--- config.mk ---
export PLATFORM = sky130hd
export DESIGN_NAME = epph_port
export DESIGN_NICKNAME = d
export VERILOG_FILES = /design/src/verilog/epph_pkg.sv /design/src/verilog/epph_port.sv
export VERILOG_INCLUDE_DIRS = /design/src /design/src/verilog
export SDC_FILE = /design/constraint.sdc
export NUM_CORES = 1
export LEC_CHECK = 0
export BUFFER_PORTS_ARGS = -buffer_cell sky130_fd_sc_hd__buf_2
export CAP_MARGIN = 20
export CORE_MARGIN = 1
export CORE_UTILIZATION = 55
export CTS_CLUSTER_DIAMETER = 30
export CTS_CLUSTER_SIZE = 40
export DETAILED_ROUTE_END_ITERATION = 10
export GPL_ROUTABILITY_DRIVEN = 0
export PLACE_DENSITY = 0.76
export SYNTH_ARGS = -nofsm -noshare
export SYNTH_HDL_FRONTEND = slang
export SYNTH_SLANG_ARGS = --single-unit
--- constraint.sdc ---
create_clock -name clk -period 5.2 [get_ports clk]
set_clock_uncertainty 0.05 [all_clocks]
set_input_delay 0.52 -clock clk [delete_from_list [all_inputs] [get_ports clk]]
set_output_delay 0.52 -clock clk [all_outputs]
set_load 0.02 [all_outputs]
--- src/verilog/epph_regs.svh ---
`ifndef EPPH_REGS_SVH
`define EPPH_REGS_SVH

// ==========================================================
// register indices (byte address is four times the index)
`define EPPH_IDX_DATA 11'h000
`define EPPH_IDX_DSR 11'h001
`define EPPH_IDX_DCR 11'h002
`define EPPH_IDX_FIFO 11'h400
`define EPPH_IDX_CONFIG_B 11'h401
`define EPPH_IDX_ECR 11'h402

// ==========================================================
// field positions
`define EPPH_DCR_DIR 5
`define EPPH_DCR_ACKIE 4
`define EPPH_ECR_NERRIE 4
`define EPPH_ECR_DMA_TRANSFER_ENABLE 3
`define EPPH_ECR_SRV 2

// ==========================================================
// reset and fixed values
`define EPPH_DCR_RST 6'h00
`define EPPH_ECR_RST 3'h0
`define EPPH_CONFIG_A_VAL 8'h10
`define EPPH_RESP_OKAY 2'h0
`define EPPH_RESP_SLVERR 2'h2

// ==========================================================
// timing for the compatibility strobe
`define EPPH_CLK_MHZ 100
`define EPPH_SETUP_NS 500
`define EPPH_STROBE_NS 500
`define EPPH_SETUP_CYC ((`EPPH_SETUP_NS * `EPPH_CLK_MHZ + 999) / 1000)
`define EPPH_STROBE_CYC ((`EPPH_STROBE_NS * `EPPH_CLK_MHZ + 999) / 1000)

`endif

--- src/verilog/epph_pkg.sv ---
`default_nettype none
package epph_pkg;
    // ==========================================================
    // port modes held in the extended control register
    typedef enum logic [2:0] {
        EPPH_MODE_STD = 3'h0,
        EPPH_MODE_BIDIR = 3'h1,
        EPPH_MODE_FIFO = 3'h2,
        EPPH_MODE_ECP = 3'h3,
        EPPH_MODE_EPP = 3'h4,
        EPPH_MODE_RSVD = 3'h5,
        EPPH_MODE_TEST = 3'h6,
        EPPH_MODE_CFG = 3'h7
    } epph_mode_t;

    // forward engine states
    typedef enum logic [3:0] {
        FWD_IDLE = 4'h1,
        FWD_SETUP = 4'h2,
        FWD_STROBE = 4'h4,
        FWD_HOLD = 4'h8
    } epph_fwd_t;

    // reverse engine states
    typedef enum logic [2:0] {
        REV_IDLE = 3'h1,
        REV_REQ = 3'h2,
        REV_DONE = 3'h4
    } epph_rev_t;
endpackage : epph_pkg
`default_nettype wire

--- src/verilog/epph_port.sv ---
// Summary of operation
// - every port word is one byte
// - all FIFOs share one 16-byte buffer
// - reverse run-length byte expands following byte
// - forward strobe latches byte, interlocked with busy
// - host flow requests reverse bytes, throttles them
// - forward host flow tags address or data
// - in ECP direction request low reverse, high forward; other modes follow control bit 2
// - in ECP drive data only when forward acknowledged; other modes drive whenever forward
// - ECP active line held high in ECP
// - fault raises error interrupt, forward only
// - status and control readable in every mode
// - config B reflects IRQ, DMA, compress, level
// - legacy printer port outside ECP operation
// - no negotiation; DMA-capable burst both ways
// - compatibility strobe generated from FIFO contents
// - address FIFO bytes tagged and sent forward
// - mode field selects the eight port modes
// - control bit 5 sets direction except 000/010
`include "epph_regs.svh"
`timescale 1ns/10ps
`default_nettype none
module epph_port #(
    parameter int ADDR_W = 13,
    parameter int DEPTH = 16
) (
    input wire logic clk,
    input wire logic rst,
    input wire logic [ADDR_W-1:0] s_axi_awaddr,
    input wire logic s_axi_awvalid,
    output logic s_axi_awready,
    input wire logic [31:0] s_axi_wdata,
    input wire logic [3:0] s_axi_wstrb,
    input wire logic s_axi_wvalid,
    output logic s_axi_wready,
    output logic [1:0] s_axi_bresp,
    output logic s_axi_bvalid,
    input wire logic s_axi_bready,
    input wire logic [ADDR_W-1:0] s_axi_araddr,
    input wire logic s_axi_arvalid,
    output logic s_axi_arready,
    output logic [31:0] s_axi_rdata,
    output logic [1:0] s_axi_rresp,
    output logic s_axi_rvalid,
    input wire logic s_axi_rready,
    input wire logic [2:0] cfg_irq_sel,
    input wire logic [2:0] cfg_dma_sel,
    output logic dma_req,
    output logic fault_irq,
    output logic [7:0] parallel_data_bus_o,
    input wire logic [7:0] parallel_data_bus_i,
    output logic parallel_data_bus_oe_n,
    output logic host_clock_line_n,
    output logic host_flow_line,
    output logic direction_request_line_n,
    output logic ecp_active_line,
    input wire logic periph_clock_line_n,
    input wire logic peripheral_flow_line,
    input wire logic direction_ack_line,
    input wire logic select_line,
    input wire logic peripheral_request_line_n
);
    import epph_pkg::*;

    localparam int CW = $clog2(DEPTH + 1);
    localparam int PW = $clog2(DEPTH);
    localparam logic [7:0] SETUP_CYC = 8'(`EPPH_SETUP_CYC);
    localparam logic [7:0] STROBE_CYC = 8'(`EPPH_STROBE_CYC);

    // ==========================================================
    // pin synchronisers
    logic [12:0] sync1_q;
    logic [12:0] sync2_q;
    logic periph_clock_line_s, busy_s, dack_s, sel_s, peripheral_request_line_s;
    logic [7:0] pd_s;

    // two flip-flops per link input; reset to idle levels so no false fault or ack
    always_ff @(posedge clk or posedge rst) begin
        if (rst) begin
            sync1_q <= 13'h1100;
            sync2_q <= 13'h1100;
        end else begin
            sync1_q <= {periph_clock_line_n, peripheral_flow_line, direction_ack_line, select_line,
                        peripheral_request_line_n, parallel_data_bus_i};
            sync2_q <= sync1_q;
        end
    end
    assign {periph_clock_line_s, busy_s, dack_s, sel_s, peripheral_request_line_s, pd_s} = sync2_q;

    // ==========================================================
    // control registers
    logic [5:0] dcr_q;
    logic [7:0] data_q;
    epph_mode_t mode_q;
    logic [4:2] ecr_q;
    logic dir_in, ecp_mode, fwd_run, rev_run, test_mode;

    assign dir_in = dcr_q[`EPPH_DCR_DIR] && mode_q != EPPH_MODE_STD && mode_q != EPPH_MODE_FIFO;
    assign ecp_mode = mode_q == EPPH_MODE_ECP;
    assign test_mode = mode_q == EPPH_MODE_TEST;
    assign fwd_run = mode_q == EPPH_MODE_FIFO || (ecp_mode && !dir_in && dack_s);
    assign rev_run = ecp_mode && dir_in;

    // ==========================================================
    // shared FIFO, one tag bit per byte
    // one common buffer
    logic [8:0] mem_q [DEPTH];
    logic [PW-1:0] wp_q, rp_q;
    logic [CW-1:0] cnt_q;
    logic [7:0] last_q;
    logic push, pop, full, empty;
    logic [8:0] push_word;

    assign full = cnt_q == CW'(DEPTH);
    assign empty = cnt_q == '0;

    // pointers, count and storage
    always_ff @(posedge clk or posedge rst) begin
        if (rst) begin
            wp_q <= '0;
            rp_q <= '0;
            cnt_q <= '0;
            last_q <= 8'h00;
        end else begin
            if (push) begin
                mem_q[wp_q] <= push_word;
                wp_q <= PW'(wp_q + 1'b1);
            end
            if (pop) begin
                rp_q <= PW'(rp_q + 1'b1);
                last_q <= mem_q[rp_q][7:0];
            end
            cnt_q <= CW'(cnt_q + CW'(push) - CW'(pop));
        end
    end

    // ==========================================================
    // AXI4-Lite slave
    logic aw_have_q, w_have_q;
    logic [10:0] aw_idx_q;
    logic [7:0] w_data_q;
    logic w_lane_q;
    logic wr_go, wr_ok, rd_go, rd_ok;
    logic [10:0] ar_idx;
    logic fifo_wr, afifo_wr, fifo_rd;

    assign s_axi_awready = !aw_have_q && !s_axi_bvalid;
    assign s_axi_wready = !w_have_q && !s_axi_bvalid;
    assign wr_go = aw_have_q && w_have_q && !s_axi_bvalid;
    assign s_axi_arready = !s_axi_rvalid;
    assign rd_go = s_axi_arvalid && s_axi_arready;
    assign ar_idx = s_axi_araddr[12:2];

    // address decode, mode gated where the map says so
    function automatic logic idx_ok(input logic [10:0] idx, input epph_mode_t m);
        unique case (idx)
            `EPPH_IDX_DATA: idx_ok = m != EPPH_MODE_EPP && m != EPPH_MODE_RSVD;
            `EPPH_IDX_DSR, `EPPH_IDX_DCR, `EPPH_IDX_ECR: idx_ok = 1'b1;
            `EPPH_IDX_FIFO: idx_ok = m == EPPH_MODE_FIFO || m == EPPH_MODE_ECP || m == EPPH_MODE_TEST ||
                                     m == EPPH_MODE_CFG;
            `EPPH_IDX_CONFIG_B: idx_ok = m == EPPH_MODE_CFG;
            default: idx_ok = 1'b0;
        endcase
    endfunction

    assign wr_ok = idx_ok(aw_idx_q, mode_q);
    assign rd_ok = idx_ok(ar_idx, mode_q);
    assign afifo_wr = wr_go && wr_ok && w_lane_q && aw_idx_q == `EPPH_IDX_DATA && ecp_mode && !dir_in;
    assign fifo_wr = wr_go && wr_ok && w_lane_q && aw_idx_q == `EPPH_IDX_FIFO && !ecp_mode | !dir_in &&
                     (mode_q != EPPH_MODE_CFG) && aw_idx_q == `EPPH_IDX_FIFO && wr_ok && wr_go && w_lane_q;
    assign fifo_rd = rd_go && ar_idx == `EPPH_IDX_FIFO && (test_mode || rev_run);

    // write channel capture and response
    always_ff @(posedge clk or posedge rst) begin
        if (rst) begin
            aw_have_q <= 1'b0;
            w_have_q <= 1'b0;
            aw_idx_q <= 11'h000;
            w_data_q <= 8'h00;
            w_lane_q <= 1'b0;
            s_axi_bvalid <= 1'b0;
            s_axi_bresp <= `EPPH_RESP_OKAY;
        end else begin
            if (s_axi_awvalid && s_axi_awready) begin
                aw_have_q <= 1'b1;
                aw_idx_q <= s_axi_awaddr[12:2];
            end
            if (s_axi_wvalid && s_axi_wready) begin
                w_have_q <= 1'b1;
                w_data_q <= s_axi_wdata[7:0];
                w_lane_q <= s_axi_wstrb[0];
            end
            if (wr_go) begin
                aw_have_q <= 1'b0;
                w_have_q <= 1'b0;
                s_axi_bvalid <= 1'b1;
                s_axi_bresp <= wr_ok ? `EPPH_RESP_OKAY : `EPPH_RESP_SLVERR;
            end else if (s_axi_bvalid && s_axi_bready) begin
                s_axi_bvalid <= 1'b0;
            end
        end
    end

    // register writes
    always_ff @(posedge clk or posedge rst) begin
        if (rst) begin
            dcr_q <= `EPPH_DCR_RST;
            data_q <= 8'h00;
            mode_q <= EPPH_MODE_STD;
        end else if (wr_go && wr_ok && w_lane_q) begin
            if (aw_idx_q == `EPPH_IDX_DCR) begin
                dcr_q <= w_data_q[5:0];
            end
            if (aw_idx_q == `EPPH_IDX_DATA && !ecp_mode) begin
                data_q <= w_data_q;
            end
            if (aw_idx_q == `EPPH_IDX_ECR) begin
                mode_q <= epph_mode_t'(w_data_q[7:5]);
            end
        end
    end

    // ecr enables and service flag; hardware set wins over software clear
    logic srv_set;
    assign srv_set = ecr_q[`EPPH_ECR_DMA_TRANSFER_ENABLE] && (dir_in ? full : empty) &&
                     (mode_q == EPPH_MODE_FIFO || ecp_mode);
    always_ff @(posedge clk or posedge rst) begin
        if (rst) begin
            ecr_q <= `EPPH_ECR_RST;
        end else begin
            if (wr_go && wr_ok && w_lane_q && aw_idx_q == `EPPH_IDX_ECR) begin
                ecr_q <= w_data_q[4:2];
            end
            if (srv_set) begin
                ecr_q[`EPPH_ECR_SRV] <= 1'b1;
            end
        end
    end

    // read data mux
    logic [7:0] rd_byte;
    always_comb begin
        rd_byte = 8'h00;
        unique case (ar_idx)
            `EPPH_IDX_DATA: rd_byte = dir_in ? pd_s : data_q;
            `EPPH_IDX_DSR: rd_byte = {~busy_s, periph_clock_line_s, dack_s, sel_s, peripheral_request_line_s, 3'h0};
            `EPPH_IDX_DCR: rd_byte = {2'h0, dcr_q};
            `EPPH_IDX_FIFO: begin
                if (mode_q == EPPH_MODE_CFG) begin
                    rd_byte = `EPPH_CONFIG_A_VAL;
                end else if (!empty) begin
                    rd_byte = mem_q[rp_q][7:0];
                end else begin
                    rd_byte = last_q; // empty test FIFO re-reads last byte
                end
            end
            `EPPH_IDX_CONFIG_B: rd_byte = {1'b0, fault_irq, cfg_irq_sel, cfg_dma_sel};
            `EPPH_IDX_ECR: rd_byte = {mode_q, ecr_q, full, empty};
            default: rd_byte = 8'h00;
        endcase
    end

    // read channel, one byte per word
    always_ff @(posedge clk or posedge rst) begin
        if (rst) begin
            s_axi_rvalid <= 1'b0;
            s_axi_rdata <= 32'h00000000;
            s_axi_rresp <= `EPPH_RESP_OKAY;
        end else if (rd_go) begin
            s_axi_rvalid <= 1'b1;
            s_axi_rdata <= {24'h000000, rd_ok ? rd_byte : 8'h00};
            s_axi_rresp <= rd_ok ? `EPPH_RESP_OKAY : `EPPH_RESP_SLVERR;
        end else if (s_axi_rvalid && s_axi_rready) begin
            s_axi_rvalid <= 1'b0;
        end
    end

    // ==========================================================
    // forward engine
    epph_fwd_t fwd_q;
    logic [7:0] fwd_data_q;
    logic fwd_cmd_q;
    logic [7:0] tmr_q;
    logic fwd_pop;

    assign fwd_pop = fwd_q == FWD_IDLE && fwd_run && !empty;

    always_ff @(posedge clk or posedge rst) begin
        if (rst) begin
            fwd_q <= FWD_IDLE;
            fwd_data_q <= 8'h00;
            fwd_cmd_q <= 1'b0;
            tmr_q <= 8'h00;
        end else begin
            if (tmr_q != 8'h00) begin
                tmr_q <= tmr_q - 8'h01;
            end
            unique case (fwd_q)
                FWD_IDLE: begin
                    if (fwd_pop) begin
                        fwd_data_q <= mem_q[rp_q][7:0];
                        // tagged byte sent as command or count
                        fwd_cmd_q <= mem_q[rp_q][8];
                        tmr_q <= SETUP_CYC;
                        fwd_q <= FWD_SETUP;
                    end
                end
                FWD_SETUP: begin
                    if (tmr_q == 8'h00 && !busy_s) begin
                        tmr_q <= STROBE_CYC;
                        fwd_q <= FWD_STROBE;
                    end
                end
                FWD_STROBE: begin
                    if (ecp_mode ? busy_s : tmr_q == 8'h00) begin
                        fwd_q <= FWD_HOLD;
                    end
                end
                FWD_HOLD: begin
                    fwd_q <= FWD_IDLE;
                end
            endcase
        end
    end

    // ==========================================================
    // reverse engine with run-length expansion
    epph_rev_t rev_q;
    logic [7:0] rev_byte_q;
    logic [7:0] rle_q;
    logic rle_have_q;
    logic [7:0] rep_q;
    logic rev_push;

    assign rev_push = rep_q != 8'h00 && !full;

    always_ff @(posedge clk or posedge rst) begin
        if (rst) begin
            rev_q <= REV_IDLE;
            rev_byte_q <= 8'h00;
            rle_q <= 8'h00;
            rle_have_q <= 1'b0;
            rep_q <= 8'h00;
        end else begin
            if (rev_push) begin
                rep_q <= rep_q - 8'h01;
            end
            unique case (rev_q)
                REV_IDLE: begin
                    if (rev_run && !dack_s && !full && rep_q == 8'h00) begin
                        rev_q <= REV_REQ;
                    end
                end
                REV_REQ: begin
                    if (!periph_clock_line_s) begin
                        rev_q <= REV_DONE;
                        if (!busy_s) begin
                            if (!pd_s[7]) begin
                                rle_q <= {1'b0, pd_s[6:0]};
                                rle_have_q <= 1'b1;
                            end
                        end else begin
                            rev_byte_q <= pd_s;
                            rep_q <= rle_have_q ? rle_q + 8'h01 : 8'h01;
                            rle_have_q <= 1'b0;
                        end
                    end
                end
                REV_DONE: begin
                    if (periph_clock_line_s) begin
                        rev_q <= REV_IDLE;
                    end
                end
            endcase
        end
    end

    // FIFO port arbitration; directions never overlap
    assign push = (rev_run ? rev_push : (fifo_wr || afifo_wr)) && !full;
    assign push_word = rev_run ? {1'b0, rev_byte_q} : {afifo_wr, w_data_q};
    assign pop = (fwd_pop || fifo_rd) && !empty;

    // ==========================================================
    // pin drivers
    // ECP active line high in ECP
    assign ecp_active_line = ecp_mode ? 1'b1 : ~dcr_q[3];
    assign direction_request_line_n = ecp_mode ? ~dir_in : dcr_q[2];
    assign host_clock_line_n = (mode_q == EPPH_MODE_FIFO || ecp_mode) ? fwd_q != FWD_STROBE : ~dcr_q[0];
    assign host_flow_line = !ecp_mode ? ~dcr_q[1] : dir_in ? rev_q != REV_REQ : ~fwd_cmd_q;
    assign parallel_data_bus_o = (mode_q == EPPH_MODE_FIFO || ecp_mode) ? fwd_data_q : data_q;
    assign parallel_data_bus_oe_n = ecp_mode ? (dir_in || !dack_s) : dir_in;
    assign fault_irq = !ecr_q[`EPPH_ECR_NERRIE] && !peripheral_request_line_s && !dir_in;
    // DMA request while channel needs service
    assign dma_req = ecr_q[`EPPH_ECR_DMA_TRANSFER_ENABLE] && !ecr_q[`EPPH_ECR_SRV] &&
                     (mode_q == EPPH_MODE_FIFO || ecp_mode) && (dir_in ? !empty : !full);
endmodule : epph_port
`default_nettype wire

==> reports/results.md <==
| Result | Value | Unit |
|---|---|---|
| Worst hold slack | 0.01559 | ns |
| CP endpoint kind | flip-flop | - |
| Dominant register cell in the synthesized netlist | sky130_fd_sc_hd__edfxtp_1 | - |
| Floorplan die area | 24300 | um2 |
| Cells taking the most area after synthesis | sky130_fd_sc_hd__edfxtp_1 (33%), sky130_fd_sc_hd__dfrtp_1 (27%), sky130_fd_sc_hd__mux2_2 (6.0%) | - |
| Destination of the worst register-to-register timing path | cnt_q[4] | - |
| Placed Instances | 1307 | - |
| DIE HEIGHT | 155.9 | um |
| IO Port Bufs | 86 | - |
| Multi-input combinational cell area | 4624 | um2 |
| Std cell rows | 55 | - |
| Total Nets Final | 1164 | - |
| Worst-Margin Slew | 1.251 | ns |
| Count of non-filler cells in the finished layout | 1417 | - |
| Global Route Usage Sum | 0.2686 | - |
| Number of max-slew violations in the final report | 0 | - |
| Cells along the critical path | nor4_1, and3_1, nor2_1, o21ai_2, ha_1, inv_1, ha_1, inv_1, fa_1, inv_1, a21oi_1, nor2_1, nor2_1, xnor2_1 | - |
| Setup WS pre-CTS | 1.291 | ns |
| # fillers | 1529 | - |
| Leakage power summed over all cells | 6.340 | nW |
| Total power consumption of the routed design | 7.950 | mW |
| Global-route wire length before repair | 48650 | um |
| Setup_tns | 0 | ns |
| Vias in the first global route | 8609 | - |
| Number of vias in the routed layout | 8440 | - |
| Worst Hold Path Cells | 1 | - |
| Number of antenna violations at the first check in global routing | 0 | - |
| Launching instance or port of the critical path | rep_q[2] | - |
| Post-CTS Setup Bufs | 0 | - |
| P&R area growth vs syn | 21.96 | % |
| Data required time of the worst path | 5.60 | ns |
| Yosys top cell area share | 0.3320 | - |
| Clock-pin slew on the worst setup and hold paths | 0.05 | ns |
| Total of max-cap violations | 0 | - |
| TritonCTS clock tree | yes | - |
| Clk sinks | 293 | - |
| Slew HR | 0.1580 | - |
| Post-DR wirelength/cell | 22.36 | um |
| DRC marker count from the first detailed-route iteration | 733 | - |
| Max IR drop VDD | 0.0003147 | V |
| P per Cell Area | 500.4 | nW/um2 |
| Final antenna-violating net count | 0 | - |
| Synthesized area per cell | 14.13 | um2 |
| Layout cells sized above 1 | 0.2971 | - |
| Top-level port count | 144 | - |
| Gate Count Post-Synth | 922 | - |
| Final setup violation count | 0 | - |
| Maximum number of pins on one net before global-route repair | 84 | - |
| Area used by sequential logic in the layout | 8061 | um2 |
| Startpoint of the worst hold path | direction_ack_line | - |
| Kind of launch point of the worst setup path | flip-flop | - |
| Longest Clk Path Bufs | 3 | - |
| Post-synth EDFFs | 144 | - |
| Number of warnings issued by yosys | 0 | - |
| Average via count per standard cell | 5.956 | - |
| Post-synthesis cell type count | 80 | - |
| Post-detailed-placement half-perimeter wirelength | 19980 | um |
| Detailed-routing iteration count for the pre-antenna-repair pass | 5 | - |
| R2r worst-path depth | 14 | - |
| Cell at the root of the clock tree | sky130_fd_sc_hd__clkbuf_16 | - |
| Family with the most delay on the worst path | simple AND/OR/NAND/NOR gates | - |
| Final hold viol count | 0 | - |
| Post-Layout Inst Area | 15890 | um2 |
| Floorplan Core Area | 22920 | um2 |
| Maximum clock frequency | 256.3 | MHz |
| Final period util | 0.7504 | - |
| Final core area utilization | 0.6933 | - |
| Unrepaired setup endpoints after global routing | no | - |
| Synthesis-stage register bit count | 293 | - |
| Endpoint of the worst hold-timing path | sync1_q[10] | - |
| Clock H-tree levels | 2 | - |
| Arrival time of data at the critical path endpoint | 4.30 | ns |
| DRT Wirelength | 31690 | um |
| Critical path class | flip-flop to flip-flop | - |
| Effective utilization at floorplan | 0.5684 | - |
| Maximum fanout encountered on the critical timing path | 18 | - |
| TritonCTS Buffers | 55 | - |
| Inserted Diodes | 0 | - |
| Cell accounting for the most synthesized area | sky130_fd_sc_hd__edfxtp_1 | - |
| Critical path's slowest cell | sky130_fd_sc_hd__o21ai_2 | - |
| Synth Cell Area | 13030 | um2 |
| Worst skew pair latency | 0.57 | ns |
| Minimum period implied by the final worst setup slack | 3.902 | ns |
| Placed inst area | 13770 | um2 |
| Setup WS post-layout | 1.298 | ns |
| Overflow left after global routing | 0 | - |
| Source of the worst register-to-register timing path | rep_q[2] | - |
| Part of the Yosys area used for sequential elements | 0.6188 | - |
| Path class of the lowest-slack min-delay path | input pin to flip-flop | - |
| Outcome | finished clean | - |
| Share of synthesized registers carrying an async set or reset | 0.5085 | - |
| Delay of the slowest critical-path stage | 0.79 | ns |
| DRC | 0 | - |
| R2R Setup Slk | 1.30 | ns |
| Number of buffers and inverters on the critical path | 3 | - |
| Die X | 155.9 | um |
synth_stat cells, types with 4 or more instances:
cell,number
sky130_fd_sc_hd__edfxtp_1,144
sky130_fd_sc_hd__nand3b_1,5
sky130_fd_sc_hd__nor3_1,18
sky130_fd_sc_hd__dfstp_2,6
sky130_fd_sc_hd__mux4_1,17
sky130_fd_sc_hd__and3_1,4
sky130_fd_sc_hd__a221oi_1,6
sky130_fd_sc_hd__mux4_2,17
sky130_fd_sc_hd__o22ai_1,5
sky130_fd_sc_hd__a21oi_1,26
sky130_fd_sc_hd__nor4_1,10
sky130_fd_sc_hd__a22oi_1,14
sky130_fd_sc_hd__and2_1,7
sky130_fd_sc_hd__nor2b_1,8
sky130_fd_sc_hd__nand4_1,4
sky130_fd_sc_hd__nor4b_1,9
sky130_fd_sc_hd__mux2_4,6
sky130_fd_sc_hd__inv_1,25
sky130_fd_sc_hd__a211o_1,4
sky130_fd_sc_hd__a211oi_1,5
sky130_fd_sc_hd__buf_2,9
sky130_fd_sc_hd__xnor2_1,13
sky130_fd_sc_hd__nand2b_1,6
sky130_fd_sc_hd__mux2i_1,18
sky130_fd_sc_hd__nand3_1,15
sky130_fd_sc_hd__xor2_1,15
sky130_fd_sc_hd__ha_1,16
sky130_fd_sc_hd__a31oi_1,4
sky130_fd_sc_hd__buf_4,30
sky130_fd_sc_hd__dfrtp_1,143
sky130_fd_sc_hd__clkbuf_1,16
sky130_fd_sc_hd__o21ai_0,23
sky130_fd_sc_hd__nand2_1,91
sky130_fd_sc_hd__nor2_1,44
sky130_fd_sc_hd__mux2_2,69
flip-flops by register name, summed over array words and instances, names as in the netlist, 4 cells and up:
register and flops:
dcr_q 6, wp_q 4, rp_q 4, rle_q 7, last_q 8, mem_q 144, fwd_data_q 8, cnt_q 5
sync1_q 13, rep_q 8, sync2_q 13, tmr_q 8, rev_byte_q 8, data_q 8, w_data_q 8, fwd_q 4
s_axi_rdata 8, aw_idx_q 11
per-layer routing:
metal  wire length, um  track usage
met1             12690       0.3351
met2             15830       0.4605
met3              2074      0.04806
met4              1093       0.1158
met5                 0            0
worst max-delay path by stage:
stage                   endpoint  slack [ns]  depth (start not counted)
global route            cnt_q[4]        0.95                         14
detailed placement      cnt_q[4]        1.29                         14
finish                  cnt_q[4]        1.30                         14
global placement        cnt_q[4]        1.36                         14
floorplan           mem_q[10][0]        1.07                          3
CTS                     cnt_q[4]        1.30                         14
final cells by class:
class | count | share of cell area
Inverter | 26 | 0.006379
Tap cell | 313 | 0.02465
Timing Repair Buffer | 116 | 0.04371
Clock inverter | 42 | 0.03757
Sequential cell | 293 | 0.5074
Clock buffer | 60 | 0.08915
Multi-Input combinational cell | 567 | 0.2911
cells by family (layout without fill, tap and decap cells):
kind of cell	Yosys count	in the layout	synth area share
XOR/XNOR	28	28	0.01883
other	1	26	0.0002879
adder cells (fa/ha/maj)	17	17	0.01691
multiplexers	127	127	0.1441
AND/OR/NAND/NOR	243	243	0.09557
AO/OA/AOI/OAI	126	126	0.06733
flip-flops	293	293	0.6188
buffers and inverters	87	244	0.03823
report_power, final:
part           total (mW)  internal (mW)  switching, mW
Clock                3.82           2.55           1.27
Sequential           3.14           2.85          0.284
Combinational       0.994          0.406          0.589
what timing repair did:
action	CTS	global route
hold buffers	4	2
endpoints found under the hold margin	4	2
resized for setup	0	0
cell usage in the layout (no fill, tap or decap), drive strengths merged, types with 14 or more instances in the layout:
cell type,instances
nand3,15
nor2,44
edfxtp,144
clkbuf,60
mux2i,18
buf,110
mux4,34
nand2,91
xor2,15
inv,34
conb,26
nor3,19
a21oi,26
clkinv,17
a22oi,14
ha,16
o21ai,27
mux2,75
dfrtp,143
Power figures use the tool's default switching activity.
